**src/mux_glue_defs.svh**
```systemverilog
// Register offsets, field positions, reset values and timing figures
`ifndef MUX_GLUE_DEFS_SVH
`define MUX_GLUE_DEFS_SVH

`define MCLK_HZ 125000000
`define TIMER_BASE_HZ 1843200

`define REG_READY_FN 8'h00
`define REG_HOOD_LAMP 8'h05
`define REG_STATUS 8'h08
`define REG_MEM_CFG 8'h09
`define REG_RTC 8'h0A
`define REG_TIMER_LO 8'h10
`define REG_TIMER_HI 8'h1B
`define REG_BP_CTRL 8'h20
`define REG_BP_DATA 8'h21
`define REG_BP_ADDR 8'h22

`define LAMP_BIT 7
`define EXT_IRQ_EN_BIT 6
`define DMA_B_EN_BIT 7
`define RTC_EN_BIT 0
`define RTC_PEND_BIT 1
`define BP_DIR_BIT 0
`define BP_END_BIT 1
`define BP_FLUSH_BIT 2

`define READY_FN_RESET 2'h0
`define MEM_CFG_RESET 2'h0
`define UNARY_ADDR_RESET 4'h0

`endif

```
**src/mux_glue_pkg.sv**
```systemverilog
// Types shared by the card glue modules
package mux_glue_pkg;
	typedef enum logic {
		BP_FROM_HOST = 1'b0,
		BP_TO_HOST = 1'b1
	} bp_dir_t;
	typedef enum logic {
		PHASE_LOW = 1'b0,
		PHASE_HIGH = 1'b1
	} byte_phase_t;
endpackage

```
**src/pin_sync.sv**
```systemverilog
// Three-stage pin synchroniser that accepts a change once stages agree
`timescale 1ns/1ps
module pin_sync #(
	parameter int WIDTH = 1
) (
	input wire logic mclk, // System clock
	input wire logic [WIDTH-1:0] pin, // Asynchronous pin levels
	output logic [WIDTH-1:0] level // Filtered synchronous levels
);
	genvar i;
	generate
		for (i = 0; i < WIDTH; i++) begin : g_bit
			logic stage1;
			logic stage2;
			logic stage3;
			logic filtered;
			always_ff @(posedge mclk) begin
				stage1 <= pin[i];
				stage2 <= stage1;
				stage3 <= stage2;
				if (stage2 == stage3) begin
					filtered <= stage3;
				end
			end
			assign level[i] = filtered;
		end
	endgenerate
endmodule

```
**src/counter_timer_unit.sv**
```systemverilog
// Four-channel down-counter unit clocked by the shared base-rate enable
`timescale 1ns/1ps
module counter_timer_unit #(
	parameter int CHANNELS = 4,
	parameter bit IRQ_CAPABLE = 1'b1
) (
	input wire logic mclk, // System clock
	input wire logic sys_rst, // Synchronous reset
	input wire logic tick, // Base-rate enable pulse
	input wire logic load, // Time-constant write strobe
	input wire logic [1:0] load_ch, // Channel being written
	input wire logic [7:0] load_value, // Time constant, zero means 256
	input wire logic irq_enable, // Last channel interrupt enable
	output logic [CHANNELS-2:0] zero_out, // Zero-count pulses
	output logic irq_pulse, // Last channel interrupt pulse
	output logic [8*CHANNELS-1:0] count_flat // Live counts
);
	logic [CHANNELS-1:0] zero_hit;

	genvar c;
	generate
		for (c = 0; c < CHANNELS; c++) begin : g_ch
			logic [7:0] time_const;
			logic [7:0] count;
			logic running;
			logic hit;
			always_ff @(posedge mclk) begin
				if (sys_rst) begin
					time_const <= 8'h00;
					count <= 8'h00;
					running <= 1'b0;
					hit <= 1'b0;
				end else if (load && load_ch == 2'(c)) begin
					time_const <= load_value;
					count <= load_value;
					running <= 1'b1;
					hit <= 1'b0;
				end else begin
					hit <= tick && running && count == 8'h01;
					if (tick && running) begin
						count <= (count == 8'h01) ? time_const : count - 8'h01;
					end
				end
			end
			assign zero_hit[c] = hit;
			assign count_flat[8*c +: 8] = count;
		end
	endgenerate

	// Only the first channels reach pins; the last one can only interrupt
	assign zero_out = zero_hit[CHANNELS-2:0];
	assign irq_pulse = IRQ_CAPABLE && irq_enable && zero_hit[CHANNELS-1];
endmodule

```
**src/mux_card_local_io_glue.sv**
```systemverilog
// Local I/O glue: serial special pins, timers, backplane unit, interrupts
//
// Function
// - Hood sense low when fitted, high when absent, also after reset.
// - Port A ready of serial controller 0 drives DMA request input two.
// - Ready pin in ready function flags that the port can move a byte.
// - Both DMA ready lines float after reset until software enables them.
// - Port B ready of serial controller 0 drives DMA request input zero.
// - Hood lamp output is off after reset.
// - No modem control or status pins are used for handshaking.
// - Each timer unit has four channels; three drive pins, one interrupts in unit 0.
// - Only timer unit 0 interrupts; units 1 and 2 only make baud clocks.
// - Unit 0 channel 3 is the firmware tick, interrupting at each zero.
// - All timer channels count from the common 1.8432 MHz base clock.
// - Unit 0 channel 0 drives the DMA request hold-off input.
// - Baud outputs map to port receive and transmit clocks as tabled.
// - Channel 3 of units 1 and 2 has no pin but can be polled.
// - Backplane unit registers are reached as processor I/O ports.
// - DMA channel B moves data between the backplane unit and memory.
// - Backplane interrupt feeds memory unit external input, not the chain.
// - Backplane data path is half duplex, one direction at a time.
// - Backplane ready is asserted whenever the unit can transfer locally.
// - Unary address is latched after power-on or interface clear.
// - Odd-byte flags mark a 16-bit transfer ending with an odd byte.
// - External interrupt is sensed only while enable bit 6 is set.
//
// The plain strobed port and the placing of the registers were chosen for this implementation.
`timescale 1ns/1ps
`include "mux_glue_defs.svh"
module mux_card_local_io_glue
	import mux_glue_pkg::*;
(
	input wire logic mclk, // 125 MHz system clock
	input wire logic sys_rst, // Synchronous reset, active high
	input wire logic [7:0] addr, // Register address
	input wire logic [7:0] wdata, // Register write data
	input wire logic wr, // Write strobe
	input wire logic rd, // Read strobe
	output logic [7:0] rdata, // Read data, cycle after rd
	input wire logic port0_can_xfer, // Card port 0 can move a byte
	input wire logic port1_can_xfer, // Card port 1 can move a byte
	output logic dma_request_two_n, // Port 0 ready pin level
	output logic dma_request_two_oe_n, // Port 0 ready pin enable, low drives
	output logic dma_request_zero_n, // Port 1 ready pin level
	output logic dma_request_zero_oe_n, // Port 1 ready pin enable, low drives
	output logic hood_lamp_n, // Diagnostic hood lamp, active low
	input wire logic hood_sense_n, // Hood sense pin, low when fitted
	output logic [7:0] port_baud_clock, // Per-port rx and tx clock pulses
	output logic dma_holdoff, // DMA request hold-off
	output logic processor_irq_n, // Interrupt to local processor
	output logic mem_dma_b_req_n, // DMA channel B request
	input wire logic [15:0] bp_data_in, // Backplane data from host
	output logic [15:0] bp_data_out, // Backplane data to host
	output logic bp_data_oe_n, // Backplane data enable, low drives
	input wire logic bp_strobe, // Host transfer strobe
	input wire logic channel_odd_byte, // Host word ends with odd byte
	output logic device_odd_byte, // Card word ends with odd byte
	output logic backplane_ready_n, // Backplane unit ready, active low
	input wire logic [3:0] unary_channel_addr, // Unary address pins
	input wire logic primary_power_on, // Primary power-on event pin
	input wire logic interface_clear // Interface clear event pin
);
	localparam int SYNC_W = 25;

	function automatic logic is_timer(input logic [7:0] a);
		return a >= `REG_TIMER_LO && a <= `REG_TIMER_HI;
	endfunction

	logic [SYNC_W-1:0] sync_level;
	logic hood_sense_s;
	logic strobe_s;
	logic chan_odd_s;
	logic power_on_s;
	logic if_clear_s;
	logic [3:0] unary_s;
	logic [15:0] bp_in_s;
	logic strobe_d;
	logic power_on_d;
	logic if_clear_d;
	logic strobe_rise;
	logic latch_event;
	logic [1:0] ready_fn;
	logic ext_irq_enable;
	logic dma_b_enable;
	logic rtc_enable;
	logic rtc_pending;
	logic [26:0] phase_acc;
	logic timer_tick;
	logic [2:0] zero_out [3];
	logic [2:0] irq_pulse;
	logic [8*4-1:0] count_flat [3];
	bp_dir_t bp_dir;
	byte_phase_t phase;
	logic out_full;
	logic in_full;
	logic in_odd;
	logic [15:0] in_word;
	logic [3:0] unary_latched;
	logic next_ready;
	logic external_irq_in_n;
	logic flush;

	pin_sync #(
		.WIDTH(SYNC_W)
	) u_sync (
		.mclk(mclk),
		.pin({hood_sense_n, bp_strobe, channel_odd_byte, primary_power_on,
			interface_clear, unary_channel_addr, bp_data_in}),
		.level(sync_level)
	);
	assign {hood_sense_s, strobe_s, chan_odd_s, power_on_s, if_clear_s,
		unary_s, bp_in_s} = sync_level;

	always_ff @(posedge mclk) begin
		if (sys_rst) begin
			strobe_d <= 1'b0;
			power_on_d <= 1'b0;
			if_clear_d <= 1'b0;
		end else begin
			strobe_d <= strobe_s;
			power_on_d <= power_on_s;
			if_clear_d <= if_clear_s;
		end
	end
	assign strobe_rise = strobe_s && !strobe_d;
	assign latch_event = (power_on_s && !power_on_d) ||
		(if_clear_s && !if_clear_d);

	// Software control registers
	always_ff @(posedge mclk) begin
		if (sys_rst) begin
			ready_fn <= `READY_FN_RESET;
			hood_lamp_n <= 1'b1;
			ext_irq_enable <= 1'b0;
			dma_b_enable <= 1'b0;
			rtc_enable <= 1'b0;
		end else if (wr) begin
			case (addr)
				`REG_READY_FN: ready_fn <= wdata[1:0];
				`REG_HOOD_LAMP: hood_lamp_n <= !wdata[`LAMP_BIT];
				`REG_MEM_CFG: begin
					ext_irq_enable <= wdata[`EXT_IRQ_EN_BIT];
					dma_b_enable <= wdata[`DMA_B_EN_BIT];
				end
				`REG_RTC: rtc_enable <= wdata[`RTC_EN_BIT];
				default: ;
			endcase
		end
	end

	// Ready pins float until the ready function is chosen; no modem use
	always_ff @(posedge mclk) begin
		if (sys_rst) begin
			dma_request_two_oe_n <= 1'b1;
			dma_request_zero_oe_n <= 1'b1;
			dma_request_two_n <= 1'b1;
			dma_request_zero_n <= 1'b1;
		end else begin
			dma_request_two_oe_n <= !ready_fn[0];
			dma_request_zero_oe_n <= !ready_fn[1];
			dma_request_two_n <= !(ready_fn[0] && port0_can_xfer);
			dma_request_zero_n <= !(ready_fn[1] && port1_can_xfer);
		end
	end

	// Fractional divider makes the 1.8432 MHz base enable from mclk
	always_ff @(posedge mclk) begin
		if (sys_rst) begin
			phase_acc <= 27'h0000000;
			timer_tick <= 1'b0;
		end else if (phase_acc >= 27'(`MCLK_HZ - `TIMER_BASE_HZ)) begin
			phase_acc <= phase_acc - 27'(`MCLK_HZ - `TIMER_BASE_HZ);
			timer_tick <= 1'b1;
		end else begin
			phase_acc <= phase_acc + 27'(`TIMER_BASE_HZ);
			timer_tick <= 1'b0;
		end
	end

	genvar u;
	generate
		for (u = 0; u < 3; u++) begin : g_unit
			counter_timer_unit #(
				.CHANNELS(4),
				.IRQ_CAPABLE(u == 0)
			) u_timer (
				.mclk(mclk),
				.sys_rst(sys_rst),
				.tick(timer_tick),
				.load(wr && is_timer(addr) && addr[3:2] == 2'(u)),
				.load_ch(addr[1:0]),
				.load_value(wdata),
				.irq_enable(u == 0 && rtc_enable),
				.zero_out(zero_out[u]),
				.irq_pulse(irq_pulse[u]),
				.count_flat(count_flat[u])
			);
		end
	endgenerate

	// Baud and hold-off pins
	always_ff @(posedge mclk) begin
		if (sys_rst) begin
			port_baud_clock <= 8'h00;
			dma_holdoff <= 1'b0;
		end else begin
			port_baud_clock <= {zero_out[2], zero_out[1],
				zero_out[0][1], zero_out[0][2]};
			dma_holdoff <= zero_out[0][0];
		end
	end

	// Firmware tick pending flag; a new tick wins over the clear
	always_ff @(posedge mclk) begin
		if (sys_rst) begin
			rtc_pending <= 1'b0;
		end else if (irq_pulse[0]) begin
			rtc_pending <= 1'b1;
		end else if (wr && addr == `REG_RTC && wdata[`RTC_PEND_BIT]) begin
			rtc_pending <= 1'b0;
		end
	end

	// Backplane interrupt goes to the memory unit input, gated by its enable
	assign external_irq_in_n = !in_full;
	always_ff @(posedge mclk) begin
		if (sys_rst) begin
			processor_irq_n <= 1'b1;
		end else begin
			processor_irq_n <= !(rtc_pending ||
				(ext_irq_enable && !external_irq_in_n));
		end
	end

	assign flush = latch_event ||
		(wr && addr == `REG_BP_CTRL &&
		(wdata[`BP_FLUSH_BIT] || wdata[`BP_DIR_BIT] != bp_dir));

	always_ff @(posedge mclk) begin
		if (sys_rst) begin
			unary_latched <= `UNARY_ADDR_RESET;
		end else if (latch_event) begin
			unary_latched <= unary_s;
		end
	end

	// Half-duplex byte pairing between local bus and backplane words
	always_ff @(posedge mclk) begin
		if (sys_rst) begin
			bp_dir <= BP_FROM_HOST;
			phase <= PHASE_LOW;
			out_full <= 1'b0;
			in_full <= 1'b0;
			in_odd <= 1'b0;
			in_word <= 16'h0000;
			bp_data_out <= 16'h0000;
			device_odd_byte <= 1'b0;
		end else if (flush) begin
			if (wr && addr == `REG_BP_CTRL) begin
				bp_dir <= bp_dir_t'(wdata[`BP_DIR_BIT]);
			end
			phase <= PHASE_LOW;
			out_full <= 1'b0;
			in_full <= 1'b0;
			device_odd_byte <= 1'b0;
		end else if (bp_dir == BP_TO_HOST) begin
			if (out_full && strobe_rise) begin
				out_full <= 1'b0;
				device_odd_byte <= 1'b0;
			end else if (!out_full && wr && addr == `REG_BP_DATA) begin
				if (phase == PHASE_LOW) begin
					bp_data_out[7:0] <= wdata;
					phase <= PHASE_HIGH;
				end else begin
					bp_data_out[15:8] <= wdata;
					out_full <= 1'b1;
					phase <= PHASE_LOW;
				end
			end else if (!out_full && wr && addr == `REG_BP_CTRL &&
				wdata[`BP_END_BIT] && phase == PHASE_HIGH) begin
				out_full <= 1'b1;
				device_odd_byte <= 1'b1;
				phase <= PHASE_LOW;
			end
		end else begin
			if (!in_full && strobe_rise) begin
				in_word <= bp_in_s;
				in_odd <= chan_odd_s;
				in_full <= 1'b1;
				phase <= PHASE_LOW;
			end else if (in_full && rd && addr == `REG_BP_DATA) begin
				if (phase == PHASE_LOW && !in_odd) begin
					phase <= PHASE_HIGH;
				end else begin
					in_full <= 1'b0;
					phase <= PHASE_LOW;
				end
			end
		end
	end

	assign next_ready = (bp_dir == BP_TO_HOST) ? !out_full : in_full;

	always_ff @(posedge mclk) begin
		if (sys_rst) begin
			backplane_ready_n <= 1'b1;
			bp_data_oe_n <= 1'b1;
			mem_dma_b_req_n <= 1'b1;
		end else begin
			backplane_ready_n <= !next_ready;
			bp_data_oe_n <= !(bp_dir == BP_TO_HOST && out_full);
			mem_dma_b_req_n <= !(dma_b_enable && next_ready);
		end
	end

	// Read data stands in the cycle after the strobe
	always_ff @(posedge mclk) begin
		if (sys_rst) begin
			rdata <= 8'h00;
		end else if (rd) begin
			if (is_timer(addr)) begin
				rdata <= count_flat[addr[3:2]][8*addr[1:0] +: 8];
			end else begin
				case (addr)
					`REG_READY_FN: rdata <= {6'h00, ready_fn};
					`REG_HOOD_LAMP: rdata <= {!hood_lamp_n, 7'h00};
					`REG_STATUS: rdata <= {2'h0, device_odd_byte, in_full,
						out_full, port1_can_xfer, port0_can_xfer,
						hood_sense_s};
					`REG_MEM_CFG: rdata <= {dma_b_enable, ext_irq_enable, 6'h00};
					`REG_RTC: rdata <= {6'h00, rtc_pending, rtc_enable};
					`REG_BP_CTRL: rdata <= {5'h00, in_odd, phase, bp_dir};
					`REG_BP_DATA: rdata <= (phase == PHASE_LOW) ?
						in_word[7:0] : in_word[15:8];
					`REG_BP_ADDR: rdata <= {4'h0, unary_latched};
					default: rdata <= 8'h00;
				endcase
			end
		end else begin
			rdata <= 8'h00;
		end
	end

	a_lamp_reset: assert property (@(posedge mclk)
		sys_rst |=> hood_lamp_n) else $error("hood lamp lit after reset");
	a_ready_float: assert property (@(posedge mclk)
		sys_rst |=> dma_request_two_oe_n && dma_request_zero_oe_n)
		else $error("ready pins driven after reset");
	a_port0_ready: assert property (@(posedge mclk) disable iff (sys_rst)
		ready_fn[0] && port0_can_xfer |=> !dma_request_two_n &&
		!dma_request_two_oe_n) else $error("port 0 ready not asserted");
	a_port1_ready: assert property (@(posedge mclk) disable iff (sys_rst)
		!ready_fn[1] |=> dma_request_zero_oe_n && dma_request_zero_n)
		else $error("port 1 ready driven while disabled");
	a_holdoff_map: assert property (@(posedge mclk) disable iff (sys_rst)
		dma_holdoff == $past(zero_out[0][0]))
		else $error("hold-off does not follow unit 0 channel 0");
	a_baud_map: assert property (@(posedge mclk) disable iff (sys_rst)
		zero_out[0][2] && !$past(sys_rst) |=> port_baud_clock[0])
		else $error("port 0 baud clock missing");
	a_rtc_irq: assert property (@(posedge mclk) disable iff (sys_rst)
		irq_pulse[0] |=> rtc_pending ##1 !processor_irq_n)
		else $error("tick did not interrupt");
	a_ext_masked: assert property (@(posedge mclk) disable iff (sys_rst)
		!ext_irq_enable && !rtc_pending |=> processor_irq_n)
		else $error("external interrupt passed while disabled");
	a_half_duplex: assert property (@(posedge mclk) disable iff (sys_rst)
		!bp_data_oe_n |-> $past(bp_dir) == BP_TO_HOST)
		else $error("backplane driven in receive direction");
	a_bp_ready: assert property (@(posedge mclk) disable iff (sys_rst)
		!$past(sys_rst) |-> backplane_ready_n == !$past(next_ready))
		else $error("backplane ready wrong");
	a_odd_byte: assert property (@(posedge mclk) disable iff (sys_rst)
		device_odd_byte |-> out_full)
		else $error("odd byte flag without a word");

	c_rtc_fire: cover property (@(posedge mclk) irq_pulse[0]);
	c_word_out: cover property (@(posedge mclk) out_full && strobe_rise);
	c_word_in: cover property (@(posedge mclk) !in_full && strobe_rise &&
		bp_dir == BP_FROM_HOST);
	c_port0_dma: cover property (@(posedge mclk) !dma_request_two_n);
endmodule

```
**config.mk**
```make
export PLATFORM = sky130hd
export DESIGN_NAME = mux_card_local_io_glue
export DESIGN_NICKNAME = d
export VERILOG_FILES = /design/src/mux_glue_pkg.sv /design/src/pin_sync.sv /design/src/counter_timer_unit.sv /design/src/mux_card_local_io_glue.sv
export VERILOG_INCLUDE_DIRS = /design/src /design/src/src
export SDC_FILE = /design/constraint.sdc
export NUM_CORES = 1
export LEC_CHECK = 0
export BUFFER_PORTS_ARGS = -buffer_cell sky130_fd_sc_hd__buf_2
export CAP_MARGIN = 20
export CORE_ASPECT_RATIO = 1.75
export CORE_MARGIN = 8
export CORE_UTILIZATION = 38
export DETAILED_ROUTE_END_ITERATION = 16
export SYNTH_ARGS = -nofsm -noshare
export SYNTH_HDL_FRONTEND = slang
export SYNTH_HIERARCHICAL = 1
export SYNTH_SLANG_ARGS = --single-unit
```
**constraint.sdc**
```tcl
create_clock -name mclk -period 3.21 [get_ports mclk]
set_input_delay 0.1605 -clock mclk [delete_from_list [all_inputs] [get_ports mclk]]
set_output_delay 0.1605 -clock mclk [all_outputs]
set_load 0.005 [all_outputs]
```
==> flow_summary.ini <==
[critical_path]
startpoint_type = flip-flop
r2r_slack_ps = 720
max_stage_delay_ps = 450
reg2reg_from = phase_acc[14]$_SDFF_PP0_
rr_endpoint = phase_acc[16]$_SDFF_PP0_
crit_slowest_cell = dfxtp_1
endpoint_kind = flip-flop
crit_path_max_fanout = 9
crit_chain = inv_1, ha_1, a21boi_0, o211ai_2, and2_1, mux2i_1, mux2_2
crit_type = reg2reg
reg2reg_depth = 7
cp.arrival_ps = 2930
crit_required_ps = 3650

[worst_hold_path]
worstHoldPathType = in2reg
whs_path_depth = 2
hold_path_end = g_unit[0].u_timer/g_ch[1].count[0]$_SDFFE_PP0P_
min-delay-start = sys_rst

[detailed_routing]
drtPass1Iterations = 5
vias_per_cell = 5.433
wl_per_cell_um = 19.15
vias = 15374
drt_iter0_drc = 1137
drc = 0
wl_um = 54180
antenna_left = 0

[floorplan]
fp.coreArea_um2 = 48460
die_w_um = 183.1
fp.dieH_um = 308.5
num_io_pins = 90
fp-row-count = 107
die_area_um2 = 56500
start_util_pct = 38.34

[clock_tree]
ctsLongestPathBuffers = 3
clkTransAtPathRegs_ps = 60
root_buffer = clkbuf_16
clk_latency_ps = 550
tritoncts = done
cts-buffers-inserted = 39
post_cts_resized = 0
cts.sinks = 413
htreeDepth = 2

[global_route]
grt_max_degree = 136
grt_use_total_pct = 18.61
antenna_found_initial = 0
grt_remaining_overflow = 0
grt_pass1_vias = 15059
grt_pass1_wl_um = 83210

[sta]
skew_ps = 19.40
clock.fmax_mhz = 401.6
setup_ws_ps = 719.9
tightest_slew_ps = 959.2
min_period_ps = 2490
fin_crit_sh_pct = 77.57
max_slew_margin_pct = 36.05
rsz0062_at_grt = no
finalSetupViolCount = 0
drv_slew = 0
tns_ps = 0
holdWs_ps = 12.65
hold_viol = 0

[power]
ir_drop_mv = 0.3299
p_per_area_nw_per_um2 = 502.7
p_leak_nw = 8.136

[cells_and_area]
area_growth_syn_to_layout_pct = 12.71
final_cell_mix = dfxtp_1, nand2_1, nor2_1
design_area_um2 = 20940
layout-drive-gt1-share_pct = 11.76
final_cells = 2830
final_common_cell = dfxtp_1
finalNetCount = 2222
antennaDiodeCount = 0

[placed_design]
gp_congestion = 0.9014
dp.cells = 2733
place_ws_ps = 538.9
place_area_um2 = 19400
io_buffer_count = 89
hpwl_um = 38220

[synthesis]
syn_inst = 2099
avgSynthCellArea_um2 = 8.851
syn-num-nets = 2174
synth_area_um2 = 18580
ys_warn_count = 6

[outcome]
status = complete, no violations

[job]
maxCapViolations = 0
## power by group
group	total, mW	internal, mW	switching [mW]
combinational	0.498	0.182	0.315
sequential	5.37	5.29	0.0817
clock	4.66	2.58	2.08
## flip-flops by register name (all words and copies together) (netlist names), 10 cells and up
name,count
phase_acc,21
g_unit.u_timer/g_ch.time_const,96
u_sync/g_bit.stage3,25
u_sync/g_bit.stage1,25
g_unit.u_timer/g_ch.running,12
bp_data_out,16
in_word,16
g_unit.u_timer/g_ch.count,96
u_sync/g_bit.filtered,25
u_sync/g_bit.stage2,25
g_unit.u_timer/g_ch.hit,10
## area by class of cell
class                           count  area, um2
Inverter                           35      131.4
Clock buffer                       53       1090
Tap cell                          654      818.3
Clock inverter                     17      180.2
Fill cell                        4878      27520
Timing Repair Buffer              151       1001
Sequential cell                   413       8518
Multi-Input combinational cell   1507       9203
## metrics by stage
step                      utilization (%)  total power [mW]
after floorplan                         -             5.787
after global placement              40.02             5.951
after detailed placement            40.03             5.963
after CTS                           43.21             10.66
after global routing                43.21             10.86
final                               43.21             10.53
## metal layers
layer | wire length (um) | vias up | global-route usage (%) | share of wire (%)
li1 | - | 7434 | - | -
met1 | 20350 | 7358 | 19.70 | 38
met2 | 28470 | 436 | 34.76 | 53
met3 | 2547 | 146 | 2.686 | 4.7
met4 | 2816 | 0 | 10.30 | 5.2
met5 | 0 | - | 0 | 0
## worst max-delay path by stage
stage                              from                                               to  slack, ps  cells after the start
5_1_grt        phase_acc[14]$_SDFF_PP0_                         phase_acc[24]$_SDFF_PP0_        600                      7
3_5_place_dp                    addr[7]  g_unit[1].u_timer/g_ch[0].count[2]$_SDFFE_PP0P_        540                      9
2_1_floorplan                   addr[2]  g_unit[0].u_timer/g_ch[0].count[2]$_SDFFE_PP0P_        700                     12
3_3_place_gp                    addr[7]  g_unit[1].u_timer/g_ch[0].count[2]$_SDFFE_PP0P_        540                      9
6_report       phase_acc[14]$_SDFF_PP0_                         phase_acc[16]$_SDFF_PP0_        720                      7
4_1_cts        phase_acc[14]$_SDFF_PP0_                         phase_acc[16]$_SDFF_PP0_        740                      7
## repair_timing
action | CTS | global route
hold endpoints to repair | 28 | 0
hold buffers | 27 | 0
buffers inserted | 0 | 0
## critical path: cells and delay by family (launching register included)
| family | cells | cell delay [ps] |
|---|---|---|
| AO/OA/AOI/OAI | 2 | 550 |
| adder cells (fa/ha/maj) | 1 | 220 |
| buffers and inverters | 1 | 110 |
| flip-flops | 1 | 450 |
| multiplexers | 2 | 610 |
| AND/OR/NAND/NOR | 1 | 440 |
(Power assumes the default switching activity.)
